$ cat src/rtl/arc_pkg.sv
package arc_pkg;

  ////////////////////////////////////////////////////////////////
  // Timing: one timer tick is 10 ms
  localparam int CLK_PERIOD_NS = 4;
  localparam int TICK_PERIOD_NS = 10000000;
  localparam int TICK_CYCLES = TICK_PERIOD_NS / CLK_PERIOD_NS;
  localparam int TMR_W = 20;
  localparam int NUM_STAGES = 10;
  localparam int NUM_CONTACTS = 3;
  localparam int NUM_STATUS = 6;
  localparam int NUM_EVENTS = 4;

  ////////////////////////////////////////////////////////////////
  // Register byte offsets
  localparam logic [7:0] OFS_CTRL = 8'h00;
  localparam logic [7:0] OFS_CMD = 8'h04;
  localparam logic [7:0] OFS_STAT = 8'h08;
  localparam logic [7:0] OFS_COUNT = 8'h0c;
  localparam logic [7:0] OFS_IRQ_ST = 8'h10;
  localparam logic [7:0] OFS_IRQ_MASK = 8'h14;
  localparam logic [7:0] OFS_DEAD1 = 8'h18;
  localparam logic [7:0] OFS_DEAD2 = 8'h1c;
  localparam logic [7:0] OFS_DEAD3 = 8'h20;
  localparam logic [7:0] OFS_DEAD4 = 8'h24;
  localparam logic [7:0] OFS_EWIN = 8'h28;
  localparam logic [7:0] OFS_RECLAIM = 8'h2c;
  localparam logic [7:0] OFS_INHIB = 8'h30;
  localparam logic [7:0] OFS_STAGE = 8'h34;
  localparam logic [7:0] OFS_ROUTE = 8'h38;

  ////////////////////////////////////////////////////////////////
  // Control register fields
  localparam int CTRL_SVC = 0;
  localparam int CTRL_SHOTS = 1;
  localparam int CTRL_POLICY = 3;
  localparam int CTRL_RELSRC = 4;
  localparam int CTRL_TRIPBLK = 5;
  localparam int CTRL_POL = 10;
  localparam int CMD_ZERO = 0;
  localparam int CMD_RELEASE = 1;

  ////////////////////////////////////////////////////////////////
  // Reset values, intervals in ticks
  localparam logic [TMR_W-1:0] RST_DEAD1 = 20'h003e8;
  localparam logic [TMR_W-1:0] RST_DEAD2 = 20'h01770;
  localparam logic [TMR_W-1:0] RST_DEAD3 = 20'h04650;
  localparam logic [TMR_W-1:0] RST_DEAD4 = 20'h04650;
  localparam logic [TMR_W-1:0] RST_EWIN = 20'h001f4;
  localparam logic [TMR_W-1:0] RST_RECLAIM = 20'h04650;
  localparam logic [TMR_W-1:0] RST_INHIB = 20'h001f4;
  localparam logic [1:0] RST_SHOTS_M1 = 2'h0;
  localparam logic [4:0] RST_TRIPBLK = 5'h1e;
  localparam logic [19:0] RST_STAGE = 20'h00001;

  // Stage choice codes, two bits per stage
  localparam logic [1:0] CH_NONE = 2'h0;
  localparam logic [1:0] CH_START = 2'h1;
  localparam logic [1:0] CH_VETO = 2'h2;
  localparam logic [1:0] RESP_OKAY = 2'h0;
  localparam logic [1:0] RESP_SLVERR = 2'h2;

  typedef enum logic [2:0] {PH_IDLE, PH_TRIPPED, PH_DEAD, PH_WAIT, PH_CLOSING, PH_RECLAIM,
                            PH_LOCKOUT, PH_INHIBIT} arc_phase_t;

  typedef struct packed {
    logic awvalid;
    logic [7:0] awaddr;
    logic wvalid;
    logic [31:0] wdata;
    logic [3:0] wstrb;
    logic bready;
    logic arvalid;
    logic [7:0] araddr;
    logic rready;
  } arc_axi_req_t;

  typedef struct packed {
    logic awready;
    logic wready;
    logic bvalid;
    logic [1:0] bresp;
    logic arready;
    logic rvalid;
    logic [31:0] rdata;
    logic [1:0] rresp;
  } arc_axi_rsp_t;

endpackage : arc_pkg

$ cat src/rtl/arc_in_cond.sv
`timescale 1ns/10ps
module arc_in_cond #(
  parameter int WIDTH = 3
) (
  // Clock and reset
  input wire logic ref_clk,
  input wire logic resetn,
  // Raw contacts and polarity (1 = normally closed)
  input wire logic [WIDTH-1:0] raw,
  input wire logic [WIDTH-1:0] pol,
  // Conditioned, active high
  output logic [WIDTH-1:0] asserted
);

  typedef struct packed {
    logic [WIDTH-1:0] s1;
    logic [WIDTH-1:0] s2;
    logic [WIDTH-1:0] s3;
    logic [WIDTH-1:0] filt;
  } arc_cond_t;

  arc_cond_t c_reg;
  arc_cond_t c_next;

  always_comb begin
    c_next = c_reg;
    c_next.s1 = raw;
    c_next.s2 = c_reg.s1;
    c_next.s3 = c_reg.s2;
    for (int i = 0; i < WIDTH; i++) begin
      // A change counts only once the second and third stages agree
      if (c_reg.s2[i] == c_reg.s3[i]) begin
        c_next.filt[i] = c_reg.s2[i];
      end
    end
  end

  always_ff @(posedge ref_clk or negedge resetn) begin
    if (!resetn) begin
      c_reg <= '0;
    end else begin
      c_reg <= c_next;
    end
  end

  assign asserted = c_reg.filt ^ pol;
endmodule : arc_in_cond

$ cat src/rtl/arc_core.sv
// Decided for this implementation: the placing of the registers and the AXI4-Lite register port.
`timescale 1ns/10ps
// How it works
// - Energy-ok absent for whole wait window after dead interval: lockout, no close.
// - Block input stops new cycles; during a cycle it forces lockout.
// - Lockout release works only once every lockout cause has cleared.
// - Energy, block and release contacts each have selectable polarity.
// - Remote mode selects in/out of service; readable flag, default in service.
// - Count reclose operations; a zeroing command clears the count.
// - Per trip 1..5 setting blocks instantaneous stages; default trip 1 unblocked.
// - Final trip policy: allow tripping (default) or block tripping.
// - Lockout released by interface command (default) or by out-of-service.
// - Each status output routes to a contact or to a monitor bit.
// - Shot limit one to four, each shot with its own dead interval.
// - Each stage: start cycle, no action, or veto reclosing.
// - Dead interval starts on protection reset; close held until breaker closed.
// - Trip in reclaim advances the shot, or locks out when shots used up.
module arc_core #(
  parameter int TICK_CYCLES = arc_pkg::TICK_CYCLES
) (
  // Clock and reset
  input wire logic ref_clk,
  input wire logic resetn,
  // Register bus
  input wire arc_pkg::arc_axi_req_t axi_req,
  output arc_pkg::arc_axi_rsp_t axi_rsp,
  // Protection stages and breaker status
  input wire logic [arc_pkg::NUM_STAGES-1:0] stage_trip,
  input wire logic breaker_open,
  input wire logic breaker_closed,
  // Contacts: energy ok, block, lockout release
  input wire logic breaker_energy_ok_pin,
  input wire logic block_pin,
  input wire logic release_pin,
  // Outputs
  output logic close_cmd,
  output logic inst_block,
  output logic [arc_pkg::NUM_STATUS-1:0] contact_out,
  output logic irq
);

  typedef struct packed {
    arc_pkg::arc_phase_t st;
    logic [2:0] shot;
    logic [arc_pkg::TMR_W-1:0] tmr;
    logic [31:0] tick_cnt;
    logic tick;
    logic svc;
    logic [1:0] shots_m1;
    logic policy;
    logic rel_src;
    logic [4:0] trip_blk;
    logic [2:0] pol;
    logic [3:0][arc_pkg::TMR_W-1:0] dead;
    logic [arc_pkg::TMR_W-1:0] ewin;
    logic [arc_pkg::TMR_W-1:0] reclaim;
    logic [arc_pkg::TMR_W-1:0] inhib;
    logic [19:0] stage_cfg;
    logic [arc_pkg::NUM_STATUS-1:0] route;
    logic [arc_pkg::NUM_STATUS-1:0] contacts;
    logic energy_alarm;
    logic [15:0] count;
    logic [arc_pkg::NUM_EVENTS-1:0] irq_st;
    logic [arc_pkg::NUM_EVENTS-1:0] irq_mask;
    logic aw_held;
    logic [7:0] awaddr;
    logic w_held;
    logic [31:0] wdata;
    logic [3:0] wstrb;
    logic bvalid;
    logic [1:0] bresp;
    logic rvalid;
    logic [31:0] rdata;
    logic [1:0] rresp;
  } arc_core_t;

  arc_core_t s_reg;
  arc_core_t s_next;
  logic [2:0] cin;
  logic energy_ok;
  logic blk;
  logic rel_in;
  logic start_any;
  logic veto_any;
  logic in_cycle;
  logic abort;
  logic expired;
  logic causes_gone;
  logic [arc_pkg::NUM_STATUS-1:0] stat_vec;

  ////////////////////////////////////////////////////////////////
  // Functions
  function automatic logic [31:0] merge(input logic [31:0] old, input logic [31:0] nw, input logic [3:0] strb);
    logic [31:0] r;
    r = old;
    for (int b = 0; b < 4; b++) begin
      if (strb[b]) begin
        r[b*8 +: 8] = nw[b*8 +: 8];
      end
    end
    return r;
  endfunction : merge

  function automatic logic [9:0] choice(input logic [19:0] cfg, input logic [1:0] code);
    logic [9:0] m;
    m = '0;
    for (int i = 0; i < arc_pkg::NUM_STAGES; i++) begin
      m[i] = (cfg[i*2 +: 2] == code);
    end
    return m;
  endfunction : choice

  ////////////////////////////////////////////////////////////////
  // Contact conditioning
  arc_in_cond #(.WIDTH(3)) u_cond (
    .ref_clk(ref_clk),
    .resetn(resetn),
    .raw({release_pin, block_pin, breaker_energy_ok_pin}),
    .pol(s_reg.pol),
    .asserted(cin)
  );

  assign energy_ok = cin[0];
  assign blk = cin[1];
  assign rel_in = cin[2];
  assign start_any = |(stage_trip & choice(s_reg.stage_cfg, arc_pkg::CH_START));
  assign veto_any = |(stage_trip & choice(s_reg.stage_cfg, arc_pkg::CH_VETO));
  assign in_cycle = (s_reg.st == arc_pkg::PH_TRIPPED) || (s_reg.st == arc_pkg::PH_DEAD) ||
                    (s_reg.st == arc_pkg::PH_WAIT) || (s_reg.st == arc_pkg::PH_CLOSING) ||
                    (s_reg.st == arc_pkg::PH_RECLAIM);
  assign abort = in_cycle && (blk || veto_any || !s_reg.svc);
  assign expired = (s_reg.tmr == '0);
  // Energy cause only counts while its alarm is still latched
  assign causes_gone = !blk && !start_any && !veto_any && (!s_reg.energy_alarm || energy_ok);

  ////////////////////////////////////////////////////////////////
  // Next state
  always_comb begin
    logic zero_cmd;
    logic ui_rel;
    logic [arc_pkg::NUM_EVENTS-1:0] w1c;
    logic [arc_pkg::NUM_EVENTS-1:0] ev;
    logic [31:0] wd;
    zero_cmd = 1'b0;
    ui_rel = 1'b0;
    w1c = '0;
    ev = '0;
    wd = '0;
    s_next = s_reg;
    s_next.tick = 1'b0;
    if (s_reg.tick_cnt == 32'(TICK_CYCLES - 1)) begin
      s_next.tick_cnt = '0;
      s_next.tick = 1'b1;
    end else begin
      s_next.tick_cnt = s_reg.tick_cnt + 32'h00000001;
    end
    if (s_reg.tick && !expired) begin
      s_next.tmr = s_reg.tmr - 20'h00001;
    end

    // Register write, once address and data are both held
    if (axi_req.awvalid && axi_rsp.awready) begin
      s_next.aw_held = 1'b1;
      s_next.awaddr = axi_req.awaddr;
    end
    if (axi_req.wvalid && axi_rsp.wready) begin
      s_next.w_held = 1'b1;
      s_next.wdata = axi_req.wdata;
      s_next.wstrb = axi_req.wstrb;
    end
    if (s_reg.bvalid && axi_req.bready) begin
      s_next.bvalid = 1'b0;
    end
    if (s_reg.aw_held && s_reg.w_held && !s_reg.bvalid) begin
      s_next.aw_held = 1'b0;
      s_next.w_held = 1'b0;
      s_next.bvalid = 1'b1;
      s_next.bresp = arc_pkg::RESP_OKAY;
      case ({s_reg.awaddr[7:2], 2'b00})
        arc_pkg::OFS_CTRL: begin
          wd = merge({19'h00000, s_reg.pol, s_reg.trip_blk, s_reg.rel_src, s_reg.policy, s_reg.shots_m1,
                      s_reg.svc}, s_reg.wdata, s_reg.wstrb);
          s_next.svc = wd[arc_pkg::CTRL_SVC];
          s_next.shots_m1 = wd[arc_pkg::CTRL_SHOTS +: 2];
          s_next.policy = wd[arc_pkg::CTRL_POLICY];
          s_next.rel_src = wd[arc_pkg::CTRL_RELSRC];
          s_next.trip_blk = wd[arc_pkg::CTRL_TRIPBLK +: 5];
          s_next.pol = wd[arc_pkg::CTRL_POL +: 3];
        end
        arc_pkg::OFS_CMD: begin
          wd = merge(32'h00000000, s_reg.wdata, s_reg.wstrb);
          zero_cmd = wd[arc_pkg::CMD_ZERO];
          ui_rel = wd[arc_pkg::CMD_RELEASE];
        end
        arc_pkg::OFS_STAT: begin
        end
        arc_pkg::OFS_COUNT: begin
        end
        arc_pkg::OFS_IRQ_ST: w1c = s_reg.wdata[arc_pkg::NUM_EVENTS-1:0] & {4{s_reg.wstrb[0]}};
        arc_pkg::OFS_IRQ_MASK: begin
          wd = merge({28'h0000000, s_reg.irq_mask}, s_reg.wdata, s_reg.wstrb);
          s_next.irq_mask = wd[arc_pkg::NUM_EVENTS-1:0];
        end
        arc_pkg::OFS_DEAD1, arc_pkg::OFS_DEAD2, arc_pkg::OFS_DEAD3, arc_pkg::OFS_DEAD4: begin
          wd = merge({12'h000, s_reg.dead[s_reg.awaddr[3:2] - 2'h2]}, s_reg.wdata, s_reg.wstrb);
          s_next.dead[s_reg.awaddr[3:2] - 2'h2] = wd[arc_pkg::TMR_W-1:0];
        end
        arc_pkg::OFS_EWIN: begin
          wd = merge({12'h000, s_reg.ewin}, s_reg.wdata, s_reg.wstrb);
          s_next.ewin = wd[arc_pkg::TMR_W-1:0];
        end
        arc_pkg::OFS_RECLAIM: begin
          wd = merge({12'h000, s_reg.reclaim}, s_reg.wdata, s_reg.wstrb);
          s_next.reclaim = wd[arc_pkg::TMR_W-1:0];
        end
        arc_pkg::OFS_INHIB: begin
          wd = merge({12'h000, s_reg.inhib}, s_reg.wdata, s_reg.wstrb);
          s_next.inhib = wd[arc_pkg::TMR_W-1:0];
        end
        arc_pkg::OFS_STAGE: begin
          wd = merge({12'h000, s_reg.stage_cfg}, s_reg.wdata, s_reg.wstrb);
          s_next.stage_cfg = wd[19:0];
        end
        arc_pkg::OFS_ROUTE: begin
          wd = merge({26'h0000000, s_reg.route}, s_reg.wdata, s_reg.wstrb);
          s_next.route = wd[arc_pkg::NUM_STATUS-1:0];
        end
        default: s_next.bresp = arc_pkg::RESP_SLVERR;
      endcase
    end

    // Register read
    if (s_reg.rvalid && axi_req.rready) begin
      s_next.rvalid = 1'b0;
    end
    if (axi_req.arvalid && axi_rsp.arready) begin
      s_next.rvalid = 1'b1;
      s_next.rresp = arc_pkg::RESP_OKAY;
      s_next.rdata = '0;
      case ({axi_req.araddr[7:2], 2'b00})
        arc_pkg::OFS_CTRL: s_next.rdata = {19'h00000, s_reg.pol, s_reg.trip_blk, s_reg.rel_src, s_reg.policy,
                                           s_reg.shots_m1, s_reg.svc};
        arc_pkg::OFS_CMD: s_next.rdata = '0;
        // Status bits not routed to a contact show here as monitor bits
        arc_pkg::OFS_STAT: s_next.rdata = {21'h000000, s_reg.shot, stat_vec & ~s_reg.route, 1'b0,
                                           s_reg.svc};
        arc_pkg::OFS_COUNT: s_next.rdata = {16'h0000, s_reg.count};
        arc_pkg::OFS_IRQ_ST: s_next.rdata = {28'h0000000, s_reg.irq_st};
        arc_pkg::OFS_IRQ_MASK: s_next.rdata = {28'h0000000, s_reg.irq_mask};
        arc_pkg::OFS_DEAD1, arc_pkg::OFS_DEAD2, arc_pkg::OFS_DEAD3, arc_pkg::OFS_DEAD4: begin
          s_next.rdata = {12'h000, s_reg.dead[axi_req.araddr[3:2] - 2'h2]};
        end
        arc_pkg::OFS_EWIN: s_next.rdata = {12'h000, s_reg.ewin};
        arc_pkg::OFS_RECLAIM: s_next.rdata = {12'h000, s_reg.reclaim};
        arc_pkg::OFS_INHIB: s_next.rdata = {12'h000, s_reg.inhib};
        arc_pkg::OFS_STAGE: s_next.rdata = {12'h000, s_reg.stage_cfg};
        arc_pkg::OFS_ROUTE: s_next.rdata = {26'h0000000, s_reg.route};
        default: s_next.rresp = arc_pkg::RESP_SLVERR;
      endcase
    end

    // Reclose sequence
    if (abort) begin
      s_next.st = arc_pkg::PH_LOCKOUT;
      ev[0] = 1'b1;
    end else begin
      case (s_reg.st)
        arc_pkg::PH_IDLE: begin
          // Breaker must have been closed up to the trip
          if (s_reg.svc && !blk && start_any && breaker_closed) begin
            s_next.st = arc_pkg::PH_TRIPPED;
            s_next.shot = 3'h0;
          end
        end
        arc_pkg::PH_TRIPPED: begin
          if (!start_any && breaker_open) begin
            s_next.st = arc_pkg::PH_DEAD;
            s_next.tmr = s_reg.dead[s_reg.shot[1:0]];
          end
        end
        arc_pkg::PH_DEAD: begin
          if (expired) begin
            s_next.st = arc_pkg::PH_WAIT;
            s_next.tmr = s_reg.ewin;
          end
        end
        arc_pkg::PH_WAIT: begin
          if (energy_ok) begin
            s_next.st = arc_pkg::PH_CLOSING;
          end else if (expired) begin
            s_next.st = arc_pkg::PH_LOCKOUT;
            s_next.energy_alarm = 1'b1;
            ev[0] = 1'b1;
            ev[1] = 1'b1;
          end
        end
        arc_pkg::PH_CLOSING: begin
          if (breaker_closed) begin
            s_next.st = arc_pkg::PH_RECLAIM;
            s_next.tmr = s_reg.reclaim;
            ev[3] = 1'b1;
          end
        end
        arc_pkg::PH_RECLAIM: begin
          if (start_any) begin
            if (s_reg.shot[1:0] == s_reg.shots_m1) begin
              s_next.st = arc_pkg::PH_LOCKOUT;
              ev[0] = 1'b1;
            end else begin
              s_next.st = arc_pkg::PH_TRIPPED;
              s_next.shot = s_reg.shot + 3'h1;
            end
          end else if (expired) begin
            s_next.st = arc_pkg::PH_IDLE;
            ev[2] = 1'b1;
          end
        end
        arc_pkg::PH_LOCKOUT: begin
          if (causes_gone && (rel_in || (!s_reg.rel_src && ui_rel) || (s_reg.rel_src && !s_reg.svc))) begin
            s_next.st = arc_pkg::PH_INHIBIT;
            s_next.tmr = s_reg.inhib;
            s_next.energy_alarm = 1'b0;
          end
        end
        arc_pkg::PH_INHIBIT: begin
          if (expired) begin
            s_next.st = arc_pkg::PH_IDLE;
          end
        end
        default: s_next.st = arc_pkg::PH_IDLE;
      endcase
    end

    // A zeroing command and an increment in the same cycle leave the count at one
    s_next.count = zero_cmd ? 16'h0000 : s_reg.count;
    if (ev[3]) begin
      s_next.count = s_next.count + 16'h0001;
    end
    s_next.irq_st = (s_reg.irq_st & ~w1c) | ev;
    s_next.contacts = stat_vec & s_reg.route;
  end

  always_ff @(posedge ref_clk or negedge resetn) begin
    if (!resetn) begin
      s_reg <= '0;
      s_reg.st <= arc_pkg::PH_IDLE;
      s_reg.svc <= 1'b1;
      s_reg.shots_m1 <= arc_pkg::RST_SHOTS_M1;
      s_reg.trip_blk <= arc_pkg::RST_TRIPBLK;
      s_reg.dead <= {arc_pkg::RST_DEAD4, arc_pkg::RST_DEAD3, arc_pkg::RST_DEAD2, arc_pkg::RST_DEAD1};
      s_reg.ewin <= arc_pkg::RST_EWIN;
      s_reg.reclaim <= arc_pkg::RST_RECLAIM;
      s_reg.inhib <= arc_pkg::RST_INHIB;
      s_reg.stage_cfg <= arc_pkg::RST_STAGE;
    end else begin
      s_reg <= s_next;
    end
  end

  ////////////////////////////////////////////////////////////////
  // Outputs
  assign close_cmd = (s_reg.st == arc_pkg::PH_CLOSING);
  // Next trip is trip shot+2 inside a cycle, trip 1 otherwise
  assign inst_block = in_cycle ? (s_reg.trip_blk[s_reg.shot + 3'h1] ||
                                  (s_reg.policy && s_reg.shot[1:0] == s_reg.shots_m1)) : s_reg.trip_blk[0];
  assign stat_vec = {inst_block, s_reg.energy_alarm, s_reg.st == arc_pkg::PH_LOCKOUT, close_cmd,
                     s_reg.st == arc_pkg::PH_DEAD, in_cycle};
  assign contact_out = s_reg.contacts;
  assign irq = |(s_reg.irq_st & s_reg.irq_mask);
  assign axi_rsp = '{awready: !s_reg.aw_held && !s_reg.bvalid, wready: !s_reg.w_held && !s_reg.bvalid,
                     bvalid: s_reg.bvalid, bresp: s_reg.bresp, arready: !s_reg.rvalid, rvalid: s_reg.rvalid,
                     rdata: s_reg.rdata, rresp: s_reg.rresp};
endmodule : arc_core

$ cat config.mk
export PLATFORM = sky130hd
export DESIGN_NAME = arc_core
export DESIGN_NICKNAME = d
export VERILOG_FILES = /design/src/rtl/arc_pkg.sv /design/src/rtl/arc_in_cond.sv /design/src/rtl/arc_core.sv
export SDC_FILE = /design/constraint.sdc
export NUM_CORES = 1
export LEC_CHECK = 0
export ABC_AREA = 1
export BUFFER_PORTS_ARGS = -buffer_cell sky130_fd_sc_hd__clkbuf_2
export CORE_MARGIN = 10
export CORE_UTILIZATION = 55
export DETAILED_ROUTE_END_ITERATION = 6
export PLACE_DENSITY = 0.76
export REMOVE_ABC_BUFFERS = 1
export SLEW_MARGIN = 20
export SYNTH_ARGS = -nofsm -noshare
export SYNTH_HDL_FRONTEND = slang
export SYNTH_SLANG_ARGS = --single-unit
export TNS_END_PERCENT = 100
$ cat constraint.sdc
create_clock -name ref_clk -period 2 [get_ports ref_clk]
set_input_delay 0.2 -clock ref_clk [delete_from_list [all_inputs] [get_ports ref_clk]]
set_output_delay 0.2 -clock ref_clk [all_outputs]
set_load 0.01 [all_outputs]
==> impl_metrics.tcl <==
set metrics [dict create \
    critPathCaptureType "output port" \
    grt_antenna_before_repair 0 \
    cts-root-buf "clkbuf_16" \
    cts-htree-levels 2 \
    setup_viol 5 \
    fin_setup_tns_ns -0.315 \
    power.total_mw 32.1 \
    avgSynthCellArea_um2 7.59 \
    drv_slew 0 \
    synth_area_leader_cell "dfrtp_1" \
    ys_seq_area_share_pct 46.0 \
    clk_pin_slew_ns 0.06 \
    synth-simple-area-share_pct 24.6 \
    insertion_delay_ns 0.54 \
    syn2layout_area_growth_pct 24.5 \
    cts.sinks 336 \
    worstPathMaxFanout 4 \
    pre_cts_slack_ns -0.0677 \
    dieArea_mm2 0.0412 \
    drt-wirelength-per-cell_um 21.2 \
    violations "design-rule violations, negative setup slack" \
    slew_headroom_pct 58.6 \
    synth_ff_type "dfrtp_1" \
    synth_edf_count 0 \
    max_freq_ghz 0.445 \
    netlist_instances 2424 \
    r2r_end "s_reg[335]" \
    ys_seq_elements 336 \
    ff2ff_setup_slack_ns -0.03 \
    yosys.area.top_type_share_pct 39.5 \
    die_w_um 203 \
    power_leakage_nw 10.8 \
    holdCritStartpoint "axi_req[56]" \
    maxCapViolations 0 \
    holdPathEnd "s_reg[83]" \
    place.gp.congestion 1.07 \
    synth_area_leaders "dfrtp_1 (39%), nand2_1 (13%), o21ai_0 (8.1%)" \
    finalWorstSetupSlack_ns -0.249 \
    final_layout_size_suffix_gt1_share_pct 20.9 \
    die_y_um 203 \
    synth_common_cells "nand2_1 (627), o21ai_0 (296), dfrtp_1 (290)" \
    place_inst 3037 \
    std_cell_rows 66 \
    rr_worst_depth 12 \
    yosysMostFrequentCell "nand2_1" \
    finalCritPeriodShare_pct 112 \
    finalHoldViolations 0 \
    hpwlAfterDp_um 48200 \
    synth_top_family_by_area "simple AND/OR/NAND/NOR gates" \
    rsz0062_at_grt "yes" \
    overflow 0 \
    grt_pass1_vias 17800 \
    drtAntennaViolNets 0 \
    skew_ns 0.0147 \
    seqCellArea_mm2 0.00847 \
    tightestPinTransition_ns 0.620 \
    worstHoldPathType "primary input to register" \
    multi_input_area_mm2 0.00857 \
    n_antenna_cell 0 \
    cp.arrival_ns 2.05 \
    fillers 2669 \
    layoutNonFillerInstCount 3173 \
    synth_async_sr_flop_share_pct 100 \
    routed_wl_um 67100 \
    finalNetCount 2782 \
    synthAdderAreaFrac_pct 0.503 \
    numCtsBuffers 38 \
    ys_warn_count 0 \
    hold_path_depth 3 \
    grt_max_degree 76 \
    grt_pass1_wl_um 101000 \
    critPathRequiredTime_ns 1.80 \
    clockBufferDepth 3 \
    rr_startpoint "s_reg[81]" \
    synth_compound_area_share_pct 15.8 \
    route.detailed.drc 15 \
    post_synth_mux_area_share_pct 0.796 \
    whs_ns 0.131 \
    grt_usage_pct 31.3 \
    core-area_mm2 0.0328 \
    peakVddDrop_v 0.00105 \
    port_buffers 92 \
    start_util_pct 56.1 \
    largest_register_ffs 294 \
    drt-initial-drc-count 2459 \
    outcome "complete, but fails checks" \
    syn-cell-area_mm2 0.0184 \
    firstDrtPassIters 7 \
    critPathKind "register to output port" \
    yosysUniqueCellTypes 54 \
    critPathLaunch "s_reg[347]" \
    via_per_inst 5.93 \
    synth_xor_area_share_pct 2.52 \
    ios 124 \
    powerDensity_mw_per_mm2 1400 \
    cts_tree "built" \
    critPathLaunchType "register" \
    fin_crit_ns 2.25 \
    num_vias 18800 \
]
-- layer usage --
metal  wire length (µm)  track usage, %  part of all wire [%]  vias to the layer above
met5                  0               0                     0                        -
met4               4380            18.2                   6.5                        0
met3               7770            8.15                    12                      271
met2              29900            48.7                    45                     1261
met1              25000            38.8                    37                     8838
li1                   -               -                     -                     8446
-- cell usage in the layout, fill, tap and decap left out, drive strengths merged, types with 2 or more instances in the layout --
master / count
nand3b: 14
xnor2: 11
xor2: 42
o31ai: 4
a41oi: 7
clkinv: 9
o2111ai: 7
bufbuf: 2
clkbuf: 150
nor2: 225
nor3: 37
buf: 221
dlygate4sd3: 35
dfstp: 46
o311ai: 3
a31oi: 6
a22oi: 19
nand3: 109
nor4: 10
a21oi: 109
nand4: 35
bufinv: 4
nand2: 633
a221oi: 4
ha: 5
o211ai: 3
clkinvlp: 2
inv: 292
dfrtp: 290
mux2: 13
o22ai: 54
o221ai: 3
o21ai: 300
conb: 14
maj3: 3
-- critical path: stages (launching register included) --
cell and delay (ns):
dfrtp_1 0.41, buf_6 0.15, ha_4 0.22, inv_1 0.09
nand3_1 0.10, o2111ai_2 0.24, nand2_2 0.13, inv_2 0.09
buf_6 0.10
-- cell families (layout without fill, tap and decap cells) --
| group | count (synthesis) | after routing |
|---|---|---|
| xor+xnor | 53 | 53 |
| compound gates | 527 | 527 |
| buf+inv | 421 | 715 |
| simple gates | 1065 | 1065 |
| other cells | 1 | 14 |
| fa+ha+maj | 8 | 8 |
| flops | 336 | 336 |
| mux | 13 | 13 |
-- where the power goes --
part / internal, mW / total [mW] / switching (mW)
Clock: 4.37 / 7.21 / 2.85
Sequential: 9.11 / 10.8 / 1.73
Combinational: 5.07 / 14.1 / 8.99
Total: 18.6 / 32.1 / 13.6
-- layout make-up --
| type | instances | area share, % |
|---|---|---|
| Inverter | 297 | 4.90 |
| Tap cell | 442 | 2.41 |
| Clock buffer | 58 | 4.88 |
| Multi-Input combinational cell | 1680 | 37.4 |
| Clock inverter | 10 | 0.688 |
| Timing Repair Buffer | 350 | 12.8 |
| Sequential cell | 336 | 37.0 |
-- how the worst max path moves through the flow --
stage	to	slack, ns	cells after the start
floorplan	inst_block	-0.67	7
global placement	s_reg[328]	-0.0007	14
finish	inst_block	-0.25	8
CTS	inst_block	-0.22	10
detailed placement	s_reg[328]	-0.07	14
global route	inst_block	-0.34	10
-- metrics by stage --
stage,instance area (µm²),utilization [%]
floorplan,17800,-
global placement,20500,62.5
detailed placement,20500,62.5
CTS,22300,67.9
global route,22900,69.9
finish,22900,69.9
-- what timing repair did --
item                       4_1_cts  5_1_grt
gates resized for setup         25      134
gates cloned                     2        2
setup endpoints to repair       21       77
setup buffers                    4       25
hold endpoints to repair       326        0
pin swaps                        1       31
hold buffers                    35        0
Power figures use the tool's default switching activity.
